File: src/shared/eac_defs.vh
// Offsets, field positions, reset values and timing counts of the EEPROM access block.
`ifndef EAC_DEFS_VH
`define EAC_DEFS_VH

// ************************************************************
// Register byte offsets
// ************************************************************
`define EAC_OFF_CTRL      4'h0
`define EAC_OFF_DATA      4'h4
`define EAC_OFF_IRQ_STAT  4'h8
`define EAC_OFF_IRQ_MASK  4'hC

// ************************************************************
// Control and status field positions
// ************************************************************
`define EAC_BIT_PRESENT   0
`define EAC_BIT_RD_SEL    1
`define EAC_BIT_WR_SEL    2
`define EAC_BIT_CKSUM     4
`define EAC_BIT_BULK      5
`define EAC_BIT_SINGLE    6
`define EAC_OFF_LSB       8
`define EAC_OFF_MSB       12

// ************************************************************
// Interrupt status positions
// ************************************************************
`define EAC_IRQ_RELOAD    0
`define EAC_IRQ_SINGLE    1
`define EAC_IRQ_CKSUM     2
`define EAC_IRQ_CMDERR    3

// ************************************************************
// Reset values
// ************************************************************
`define EAC_RST_RD_SEL    1'b1
`define EAC_RST_WR_SEL    1'b0
`define EAC_RST_BULK      1'b1
`define EAC_RST_SINGLE    1'b0
`define EAC_RST_CKSUM     1'b0
`define EAC_RST_OFF       5'h00
`define EAC_RST_DATA      32'h00000000
`define EAC_RST_IRQ       4'h0

// ************************************************************
// Checksum target and start-up settle count
// ************************************************************
`define EAC_CKSUM_GOOD    16'h0000
`define EAC_BOOT_CYCLES   3'h3

`endif

File: src/core/eac_core.v
// EEPROM access control: command register, bulk reload, single DWORD access.
`timescale 1ns/1ns
`include "eac_defs.vh"

// Behaviour
// Status bit 0 reads one when an EEPROM is attached, else zero.
// Reads happen only with read-select plus bulk or single trigger; read-select resets to one.
// Writes happen only with write-select plus single trigger.
// Checksum mismatch after a bulk read sets bit 4; it resets to zero.
// Software may reissue the read after a checksum error.
// Software restores default control values after a checksum error.
// Bulk trigger resets to one, stays set while reloading, then self-clears.
// Bulk trigger with write-select is an error; nothing is written.
// Single trigger reads or writes one DWORD at the offset, then self-clears.
// Offset counts DWORDs; words at twice offset and twice offset plus one.
// Triggers written during an access are ignored until it completes.

module eac_core #(
	parameter RELOAD_WORDS = 64,
	parameter ADDR_W       = 8
) (
	input  wire              i_clock,
	input  wire              i_rst_n,
	input  wire [3:0]        i_address,
	input  wire              i_read,
	input  wire              i_write,
	input  wire [31:0]       i_writedata,
	input  wire [3:0]        i_byteenable,
	output reg  [31:0]       o_readdata,
	output reg               o_waitrequest,
	output reg               o_irq,
	input  wire              i_ee_present,
	output reg               o_ee_req,
	output reg               o_ee_we,
	output reg  [ADDR_W-1:0] o_ee_addr,
	output reg  [15:0]       o_ee_wdata,
	input  wire              i_ee_ack,
	input  wire [15:0]       i_ee_rdata,
	output reg               o_cfg_wr,
	output reg  [ADDR_W-1:0] o_cfg_addr,
	output reg  [15:0]       o_cfg_data
);

	// ************************************************************
	// States and constants
	// ************************************************************
	localparam [2:0] S_BOOT = 3'h0;
	localparam [2:0] S_IDLE = 3'h1;
	localparam [2:0] S_REQ  = 3'h2;
	localparam [2:0] S_REL  = 3'h3;

	localparam integer      LAST_BULK_I = RELOAD_WORDS - 1;
	localparam [ADDR_W-1:0] LAST_BULK   = LAST_BULK_I[ADDR_W-1:0];
	localparam [ADDR_W-1:0] LAST_ONE    = {{(ADDR_W-1){1'b0}}, 1'b1};
	localparam [ADDR_W-1:0] ONE         = {{(ADDR_W-1){1'b0}}, 1'b1};

	// ************************************************************
	// Storage
	// ************************************************************
	reg              rd_sel;
	reg              wr_sel;
	reg              bulk;
	reg              single;
	reg              cksum_err;
	reg [4:0]        dword_off;
	reg [31:0]       data_reg;
	reg [3:0]        irq_stat;
	reg [3:0]        irq_mask;
	reg [3:0]        ev;
	reg [2:0]        state;
	reg [2:0]        boot_cnt;
	reg [ADDR_W-1:0] cnt;
	reg [15:0]       sum;
	reg              op_bulk;
	reg              op_we;
	reg              pres_s1;
	reg              pres_s2;
	reg              ack_s1;
	reg              ack_s2;
	reg [15:0]       rdata_s1;
	reg [15:0]       rdata_s2;

	wire             busy;
	wire             take_wr;
	wire [31:0]      bmask;
	wire [31:0]      ctrl_merged;
	wire [31:0]      ctrl_value;
	wire [3:0]       stat_clr;
	wire             last_word;
	wire [15:0]      sum_next;

	// ************************************************************
	// Bus decode helpers
	// ************************************************************
	assign busy    = (state != S_IDLE);
	assign take_wr = i_write & ~o_waitrequest;
	assign bmask   = {{8{i_byteenable[3]}}, {8{i_byteenable[2]}},
	                  {8{i_byteenable[1]}}, {8{i_byteenable[0]}}};
	assign ctrl_merged = (ctrl_value & ~bmask) | (i_writedata & bmask);
	assign stat_clr = (take_wr && i_address == `EAC_OFF_IRQ_STAT) ?
	                  (i_writedata[3:0] & bmask[3:0]) : 4'h0;

	assign ctrl_value = {19'h0, dword_off, 1'b0, single, bulk, cksum_err,
	                     1'b0, wr_sel, rd_sel, pres_s2};

	assign last_word = op_bulk ? (cnt == LAST_BULK) : (cnt == LAST_ONE);
	assign sum_next  = sum + rdata_s2;

	// ************************************************************
	// Pin synchronisers
	// ************************************************************
	always @(posedge i_clock or negedge i_rst_n) begin
		if (!i_rst_n) begin
			pres_s1 <= 1'b0;
			pres_s2 <= 1'b0;
			ack_s1  <= 1'b0;
			ack_s2  <= 1'b0;
			rdata_s1 <= 16'h0000;
			rdata_s2 <= 16'h0000;
		end else begin
			pres_s1 <= i_ee_present;
			pres_s2 <= pres_s1;
			ack_s1  <= i_ee_ack;
			ack_s2  <= ack_s1;
			// The word is steady from the rise of the answer, so it has settled here
			// by the time the synchronised answer is seen.
			rdata_s1 <= i_ee_rdata;
			rdata_s2 <= rdata_s1;
		end
	end

	// ************************************************************
	// Bus answer
	// ************************************************************
	// Every access is answered one cycle after it appears, so the
	// master never waits longer than a single stall.
	always @(posedge i_clock or negedge i_rst_n) begin
		if (!i_rst_n) begin
			o_waitrequest <= 1'b1;
			o_readdata    <= 32'h00000000;
			o_irq         <= 1'b0;
		end else begin
			o_waitrequest <= ~((i_read | i_write) & o_waitrequest);
			o_irq         <= |(irq_stat & irq_mask);
			if (i_read && o_waitrequest) begin
				case (i_address)
					`EAC_OFF_CTRL:     o_readdata <= ctrl_value;
					`EAC_OFF_DATA:     o_readdata <= data_reg;
					`EAC_OFF_IRQ_STAT: o_readdata <= {28'h0, irq_stat};
					`EAC_OFF_IRQ_MASK: o_readdata <= {28'h0, irq_mask};
					default:           o_readdata <= 32'h00000000;
				endcase
			end
		end
	end

	// ************************************************************
	// Registers and access sequencer
	// ************************************************************
	always @(posedge i_clock or negedge i_rst_n) begin
		if (!i_rst_n) begin
			rd_sel     <= `EAC_RST_RD_SEL;
			wr_sel     <= `EAC_RST_WR_SEL;
			bulk       <= `EAC_RST_BULK;
			single     <= `EAC_RST_SINGLE;
			cksum_err  <= `EAC_RST_CKSUM;
			dword_off  <= `EAC_RST_OFF;
			data_reg   <= `EAC_RST_DATA;
			irq_stat   <= `EAC_RST_IRQ;
			irq_mask   <= `EAC_RST_IRQ;
			ev         <= 4'h0;
			state      <= S_BOOT;
			boot_cnt   <= 3'h0;
			cnt        <= {ADDR_W{1'b0}};
			sum        <= 16'h0000;
			op_bulk    <= 1'b0;
			op_we      <= 1'b0;
			o_ee_req   <= 1'b0;
			o_ee_we    <= 1'b0;
			o_ee_addr  <= {ADDR_W{1'b0}};
			o_ee_wdata <= 16'h0000;
			o_cfg_wr   <= 1'b0;
			o_cfg_addr <= {ADDR_W{1'b0}};
			o_cfg_data <= 16'h0000;
		end else begin
			ev       <= 4'h0;
			o_cfg_wr <= 1'b0;
			// A new event wins over a clear in the same cycle.
			irq_stat <= (irq_stat & ~stat_clr) | ev;

			if (take_wr) begin
				case (i_address)
					`EAC_OFF_CTRL: begin
						if (bmask[`EAC_BIT_CKSUM] && i_writedata[`EAC_BIT_CKSUM])
							cksum_err <= 1'b0;
						if (!busy) begin
							rd_sel    <= ctrl_merged[`EAC_BIT_RD_SEL];
							wr_sel    <= ctrl_merged[`EAC_BIT_WR_SEL];
							bulk      <= ctrl_merged[`EAC_BIT_BULK];
							single    <= ctrl_merged[`EAC_BIT_SINGLE];
							dword_off <= ctrl_merged[`EAC_OFF_MSB:`EAC_OFF_LSB];
						end
					end
					`EAC_OFF_DATA: begin
						if (!busy)
							data_reg <= (data_reg & ~bmask) | (i_writedata & bmask);
					end
					`EAC_OFF_IRQ_MASK: begin
						irq_mask <= (irq_mask & ~bmask[3:0]) | (i_writedata[3:0] & bmask[3:0]);
					end
					default: begin
					end
				endcase
			end

			case (state)
				S_BOOT: begin
					// Holds the reset reload back until the presence pin has
					// passed its synchroniser.
					boot_cnt <= boot_cnt + 3'h1;
					if (boot_cnt == `EAC_BOOT_CYCLES)
						state <= S_IDLE;
				end
				S_IDLE: begin
					if (bulk) begin
						if (wr_sel || !rd_sel) begin
							bulk <= 1'b0;
							ev[`EAC_IRQ_CMDERR] <= 1'b1;
						end else if (!pres_s2) begin
							bulk <= 1'b0;
							ev[`EAC_IRQ_RELOAD] <= 1'b1;
						end else begin
							op_bulk   <= 1'b1;
							op_we     <= 1'b0;
							cnt       <= {ADDR_W{1'b0}};
							sum       <= 16'h0000;
							o_ee_we   <= 1'b0;
							o_ee_addr <= {ADDR_W{1'b0}};
							o_ee_req  <= 1'b1;
							state     <= S_REQ;
						end
					end else if (single) begin
						if (rd_sel == wr_sel) begin
							single <= 1'b0;
							ev[`EAC_IRQ_CMDERR] <= 1'b1;
						end else if (!pres_s2) begin
							single <= 1'b0;
							ev[`EAC_IRQ_SINGLE] <= 1'b1;
						end else begin
							op_bulk    <= 1'b0;
							op_we      <= wr_sel;
							cnt        <= {ADDR_W{1'b0}};
							o_ee_we    <= wr_sel;
							o_ee_addr  <= {{(ADDR_W-6){1'b0}}, dword_off, 1'b0};
							o_ee_wdata <= data_reg[15:0];
							o_ee_req   <= 1'b1;
							state      <= S_REQ;
						end
					end
				end
				S_REQ: begin
					if (ack_s2) begin
						o_ee_req <= 1'b0;
						if (op_bulk) begin
							o_cfg_wr   <= 1'b1;
							o_cfg_addr <= cnt;
							o_cfg_data <= rdata_s2;
							sum        <= sum_next;
						end else if (!op_we) begin
							if (cnt == {ADDR_W{1'b0}})
								data_reg[15:0] <= rdata_s2;
							else
								data_reg[31:16] <= rdata_s2;
						end
						state <= S_REL;
					end
				end
				S_REL: begin
					if (!ack_s2) begin
						if (last_word) begin
							state <= S_IDLE;
							if (op_bulk) begin
								bulk <= 1'b0;
								ev[`EAC_IRQ_RELOAD] <= 1'b1;
								if (sum != `EAC_CKSUM_GOOD) begin
									cksum_err <= 1'b1;
									ev[`EAC_IRQ_CKSUM] <= 1'b1;
								end
							end else begin
								single <= 1'b0;
								ev[`EAC_IRQ_SINGLE] <= 1'b1;
							end
						end else begin
							cnt        <= cnt + ONE;
							o_ee_addr  <= o_ee_addr + ONE;
							o_ee_wdata <= data_reg[31:16];
							o_ee_req   <= 1'b1;
							state      <= S_REQ;
						end
					end
				end
				default: begin
					state <= S_IDLE;
				end
			endcase
		end
	end

endmodule

File: config.mk
export PLATFORM = sky130hd
export DESIGN_NAME = eac_core
export DESIGN_NICKNAME = d
export VERILOG_FILES = /design/src/core/eac_core.v
export VERILOG_INCLUDE_DIRS = /design/src /design/src/shared
export SDC_FILE = /design/constraint.sdc
export NUM_CORES = 1
export LEC_CHECK = 0
export BUFFER_PORTS_ARGS = -buffer_cell sky130_fd_sc_hd__buf_2
export CAP_MARGIN = 20
export CORE_MARGIN = 10
export CORE_UTILIZATION = 55
export CTS_CLUSTER_SIZE = 30
export DETAILED_ROUTE_END_ITERATION = 10
export GPL_TIMING_DRIVEN = 0
export PLACE_DENSITY = 0.77
export SLEW_MARGIN = 20
export SYNTH_ARGS = -nofsm -noshare
export SYNTH_HDL_FRONTEND = slang
export SYNTH_SLANG_ARGS = --single-unit
File: constraint.sdc
create_clock -name i_clock -period 3.9 [get_ports i_clock]
set_clock_uncertainty 0.05 [all_clocks]
set_input_delay 0.39 -clock i_clock [delete_from_list [all_inputs] [get_ports i_clock]]
set_output_delay 0.39 -clock i_clock [all_outputs]
set_load 0.005 [all_outputs]
==> results of run 1 <==
cell families (layout without fill, tap and decap cells):
kind of cell	count (synthesis)	count (layout)	synth area share, %
multiplexers	66	66	7.86
buffers and inverters	57	262	2.83
adder cells (fa/ha/maj)	22	22	3.12
AO/OA/AOI/OAI	209	209	14.1
AND/OR/NAND/NOR	307	307	14.4
other	0	2	0
flip-flops	205	205	56.6
XOR/XNOR	12	12	1.16
final timing paths:
path / end / slack (ns) / cells after the start
max in group asynchronous: rdata_s2[2]$_DFF_PN0_ / 2.34 / 4
min in group asynchronous: o_irq$_DFF_PN0_ / 0.34 / 2
worst min-delay path: o_waitrequest$_DFF_PN1_ / 0.03 / 2
worst max-delay path: sum[15]$_DFFE_PN0P_ / 1.19 / 8
worst max register to register: sum[15]$_DFFE_PN0P_ / 1.19 / 8
worst min register to register: rdata_s2[4]$_DFF_PN0_ / 0.30 / 0
cell type report:
type / instances / area share [%]
inverter: 16 / 0.543
antenna: 2 / 0.0452
sequential: 205 / 46.4
tap: 216 / 2.44
clock buffer: 32 / 6.05
clock inverter: 8 / 0.611
buffer: 41 / 1.78
timing repair buffer: 165 / 8.82
multi-input combinational: 616 / 33.3
per-layer routing:
metal | share of wire (%) | GRT usage, %
met5 | 0 | 0
met2 | 48 | 36.9
met4 | 3.7 | 7.68
met3 | 8.2 | 5.58
met1 | 40 | 28.7
power breakdown:
| group | switching, mW | leakage, nW | internal [mW] |
|---|---|---|---|
| Sequential | 0.419 | 2.53 | 2.61 |
| Clock | 0.843 | 0.368 | 1.26 |
| Combinational | 1.04 | 2.66 | 0.819 |
| Total | 2.30 | 5.55 | 4.68 |
cells in the mapped netlist (5+ instances only):
cell | number | area [µm²]
ha_1 | 21 | 263
inv_1 | 15 | 56.3
xor2_1 | 8 | 70.1
nand4_1 | 8 | 50.1
dfrtp_1 | 202 | 5050
and2_1 | 8 | 50.1
nor2_1 | 59 | 221
o21a_1 | 6 | 45.0
nand3_1 | 13 | 65.1
a21oi_1 | 54 | 270
nor4_1 | 5 | 31.3
mux2i_1 | 51 | 510
nand2b_1 | 6 | 37.5
o21ai_0 | 80 | 400
a22oi_1 | 10 | 75.1
clkbuf_1 | 28 | 105
a31oi_1 | 9 | 56.3
mux2_2 | 12 | 135
a22o_1 | 7 | 61.3
a21o_1 | 13 | 97.6
buf_2 | 7 | 35.0
nand2_1 | 187 | 702
nor3_1 | 9 | 45.0
worst max-delay path: stages, from the launching register on:
cell and delay, ns:
dfrtp_1 0.50, ha_1 0.43, o211ai_1 0.11, o21ai_0 0.46, a31oi_1 0.28, o31ai_1 0.39
xor2_1 0.24, nand2_1 0.08, o211ai_1 0.11
what timing repair did:
action,4_1_cts,5_1_grt
hold buffers,19,0
endpoints found under the hold margin,71,0
resized for setup,0,0
stage by stage:
stage	area [µm²]	utilization (%)	setup WS, ns	instances
5_1_grt	11100	68.9	1.06	1299
3_3_place_gp	10100	62.7	-0.976	1238
3_5_place_dp	10100	63.1	1.32	1240
2_1_floorplan	9080	-	1.62	878
4_1_cts	11100	68.9	1.21	1299
6_report	11100	68.9	1.19	1301
==> metrics.csv, run 1 <==
metric,value,unit
status,"finished, final reports clean",
critPathCaptureType,register,
first_global_vias,7512,
dieArea,22000,µm²
layout.nets,1151,
relSlewSlack,47.8,%
cts_tree,yes,
rows,46,
port_buffers,144,
clkSinkCount,205,
clk_pin_slew,0.06,ns
antenna_found_initial,1,
rr_startpoint,rdata_s2[2]$_DFF_PN0_,
synth_area,9080,µm²
setup_tns,0,ns
setup_violations,0,
grt_max_degree,88,
worstMarginPinSlew,0.783,ns
drt-initial-drc-count,571,
start_util,56.5,%
postRouteAntennaNets,0,
hold-worst-slack,0.0273,ns
clk_path_buf_depth,3,
ys_seq_area_share,56.6,%
finalCritPeriodShare,69.5,%
avgViaCountPerCell,5.70,
postCtsSetupBuffers,0,
yosysWarnings,0,
slew_viol_final,0,
ys_seq_elements,205,
cts_root_buffer,clkbuf_16,
wl_per_cell,19.4,µm
avgSynthCellArea,10.3,µm²
postSynthCellCount,878,
io_pins,147,
min_path_type,input pin to register,
cp-start-kind,register,
max_clock_freq,369,MHz
dp.final_hpwl,18200,µm
cap_violations,0,
min_period,2.71,ns
numCtsBuffers,22,
layout_common_cells,"202 x dfrtp_1, 187 x nand2_1, 150 x buf_2",
total_power,6.98,mW
gp_congestion,0.931,
critPathRequiredTime,4.27,ns
p_per_area,631,nW/µm²
htree_num_levels,1,
synthArstFlopShare,100,%
regArea,5130,µm²
die_w,148,µm
hold_viol,0,
drive_above_1_share,20.4,%
crit_fanout,4,
synthFlopType,dfrtp_1,
setup.worst_path.class,register to register,
multi_input_area,3690,µm²
rsz0062_at_grt,no,
drc,0,
first_pass_iters,5,
grt_use_total,22.6,%
clock_latency,0.50,ns
areaGrowthSynthToFinish,21.9,%
peakVddDrop,0.414,mV
n_fill_cell,1245,
crit_path_start,rdata_s2[2]$_DFF_PN0_,
grt_pass1_wl,40200,µm
wl,25300,µm
grt_overflow,0,
via_count,7410,
fp.dieH,148,µm
core-area,16100,µm²
synth_cell_types,59,
synth_edf_count,0,
leakagePower,5.55,nW
min_from,i_write,
final_common_cell,dfrtp_1,
syn-num-nets,962,
worst_ep_arrival_time,3.08,ns
(Power assumes the default switching activity.)
==> run 2: changes to the inputs <==
--- a/config.mk
+++ b/config.mk
@@ -9,11 +9,11 @@
 export BUFFER_PORTS_ARGS = -buffer_cell sky130_fd_sc_hd__buf_2
 export CAP_MARGIN = 20
 export CORE_MARGIN = 10
-export CORE_UTILIZATION = 55
+export CORE_UTILIZATION = 51
 export CTS_CLUSTER_SIZE = 30
 export DETAILED_ROUTE_END_ITERATION = 10
 export GPL_TIMING_DRIVEN = 0
-export PLACE_DENSITY = 0.77
+export PLACE_DENSITY = 0.75
 export SLEW_MARGIN = 20
 export SYNTH_ARGS = -nofsm -noshare
 export SYNTH_HDL_FRONTEND = slang
==> constraint.sdc (replaced) <==
create_clock -name i_clock -period 2.37 [get_ports i_clock]
set_clock_uncertainty 0.05 [all_clocks]
set_input_delay 0.237 -clock i_clock [delete_from_list [all_inputs] [get_ports i_clock]]
set_output_delay 0.237 -clock i_clock [all_outputs]
set_load 0.005 [all_outputs]
==> metrics.csv, run 2 (same netlist as run 1, synthesis figures left out) <==
metric,value,unit,change
status,"complete, but fails checks",,
violations,"negative hold slack, negative setup slack",,
critPathCaptureType,register,,
min_delay_path_depth,3,,+1
rows,48,,+4.3%
cap_violations,0,,unchanged
final_common_cell,dfrtp_1,,
diodes,0,,-2
numCtsBuffers,22,,unchanged
layout_common_cells,"198 x dfrtp_1, 187 x nand2_1, 149 x buf_2",,
finalCritPeriodShare,100,%,+31 points
min_period,2.37,ns,-0.338 ns
grt_use_total,21.4,%,-1.2 points
cts_tree,yes,,
final_core_utilization,66.3,%,-2.6 points
clk_path_buf_depth,3,,unchanged
start_util,52.3,%,-4.2 points
port_buffers,144,,unchanged
avgViaCountPerCell,5.55,,-2.5%
setup_violations,1,,+1
min_to,data_reg[21]$_DFF_PN0_,,
wl_per_cell,19.5,µm,+0.22%
drc,0,,unchanged
crit_fanout,3,,-1
setup_ws,-0.00275,ns,-1.19 ns
leakagePower,5.71,nW,+2.8%
cts_root_buffer,clkbuf_16,,
grt_pass1_wl,41300,µm,+2.8%
wl,26000,µm,+2.8%
rsz0062_at_grt,yes,,
worst_ep_arrival_time,2.71,ns,-0.37 ns
dp_cells,1249,,+0.73%
min_path_type,input pin to register,,
layout.nets,1179,,+2.4%
drt-initial-drc-count,622,,+8.9%
gp_congestion,0.956,,+2.7%
ff2ff_path_depth,10,,+2
die_w,153,µm,+3.3%
rr_startpoint,rdata_s2[0]$_DFF_PN0_,,
core-area,17400,µm²,+8.1%
fp.dieH,153,µm,+3.3%
postRouteAntennaNets,0,,unchanged
r2r-end,sum[8]$_DFFE_PN0P_,,
hold_viol,1,,+1
min_from,i_writedata[21],,
cp-start-kind,register,,
io_pins,147,,unchanged
stdcell_count,1335,,+2.6%
worstMarginPinSlew,0.803,ns,+0.0199 ns
first_global_vias,7639,,+1.7%
first_pass_iters,5,,unchanged
critPathRequiredTime,2.71,ns,-1.56 ns
peakVddDrop,0.663,mV,+60%
grt_max_degree,91,,+3.4%
htree_num_levels,1,,unchanged
dp.final_hpwl,18300,µm,+0.70%
antenna_found_initial,0,,-1
clock_latency,0.51,ns,about the same
grt_overflow,0,,unchanged
relSlewSlack,46.5,%,-1.3 points
hold-worst-slack,-0.0000297,ns,-0.0273 ns
n_fill_cell,1371,,+10%
r2r_setup_slack,-0.003,ns,-1.19 ns
dieArea,23500,µm²,+6.8%
p_per_area,1030,nW/µm²,+63%
slew_viol_final,0,,unchanged
max_clock_freq,421,MHz,+14%
setup.worst_path.class,register to register,,
drive_above_1_share,23.2,%,+2.7 points
areaGrowthSynthToFinish,26.8,%,
clk_pin_slew,0.06,ns,about the same
via_count,7415,,+0.067%
clkSinkCount,205,,unchanged
run 2: layout make-up:
type	instances	area (µm²)	area share, %
multi-input combinational	616	3820	33.2
clock buffer	29	638	5.54
timing repair buffer	194	1240	10.8
buffer	40	198	1.72
inverter	16	63.8	0.554
tap	225	282	2.45
sequential	205	5140	44.6
clock inverter	10	125	1.09
run 2: worst max-delay path, stage by stage (launching register included):
cell	delay (ns)
dfrtp_2	0.43
ha_4	0.17
inv_2	0.05
fa_2	0.24
nor2b_4	0.06
o31ai_4	0.26
a21boi_2	0.10
o21a_1	0.19
o21a_1	0.17
or3_1	0.31
a32o_1	0.25
run 2: through the flow:
| step | setup WS (ns) | hold slack, ns | power, mW | cell area [µm²] | TNS [ns] |
|---|---|---|---|---|---|
| 2_1_floorplan | 0.0895 | -0.109 | 6.78 | 9080 | 0 |
| 3_3_place_gp | -2.40 | 0.281 | 7.91 | 10100 | -487.40 |
| 3_5_place_dp | -0.223 | 0.0585 | 8.03 | 10100 | -2.74 |
| 4_1_cts | -0.0614 | 0.0000487 | 11.8 | 11400 | -0.0614 |
| 5_1_grt | -0.127 | 0.00342 | 12.5 | 11500 | -0.190 |
| 6_report | -0.00275 | -0.0000297 | 11.9 | 11500 | -0.00275 |
run 2: how the worst max path moves through the flow:
stage                                from                     to  slack (ns)  depth (start not counted)
global placement                  i_rst_n  rdata_s1[6]$_DFF_PN0_       -2.40                          1
detailed placement  rdata_s2[0]$_DFF_PN0_     sum[8]$_DFFE_PN0P_       -0.22                         10
CTS                 rdata_s2[0]$_DFF_PN0_     sum[8]$_DFFE_PN0P_       -0.06                         10
floorplan           rdata_s2[0]$_DFF_PN0_     sum[8]$_DFFE_PN0P_        0.09                         10
global route        rdata_s2[0]$_DFF_PN0_     sum[8]$_DFFE_PN0P_       -0.13                         10
finish              rdata_s2[0]$_DFF_PN0_     sum[8]$_DFFE_PN0P_      -0.003                         10
run 2: report_power, final:
part	total, mW	switching [mW]	internal (mW)
combinational	3.27	1.79	1.48
sequential	4.98	0.689	4.29
clock	3.61	1.40	2.21
run 2: per-layer routing:
layer  up-vias  GRT usage (%)  part of all wire, %
li1       3474              -                    -
met1      3617           27.2                   42
met2       272           35.4                   48
met3        52           5.13                  7.3
met4         0           6.25                  2.9
met5         -              0                    0
run 2: timing repair:
item | 4_1_cts | 5_1_grt
endpoints found under the hold margin | 246 | 0
setup endpoints to repair | 24 | 43
hold buffers | 38 | 0
buffers inserted | 6 | 4
pin swaps | 5 | 6
resized for setup | 14 | 22
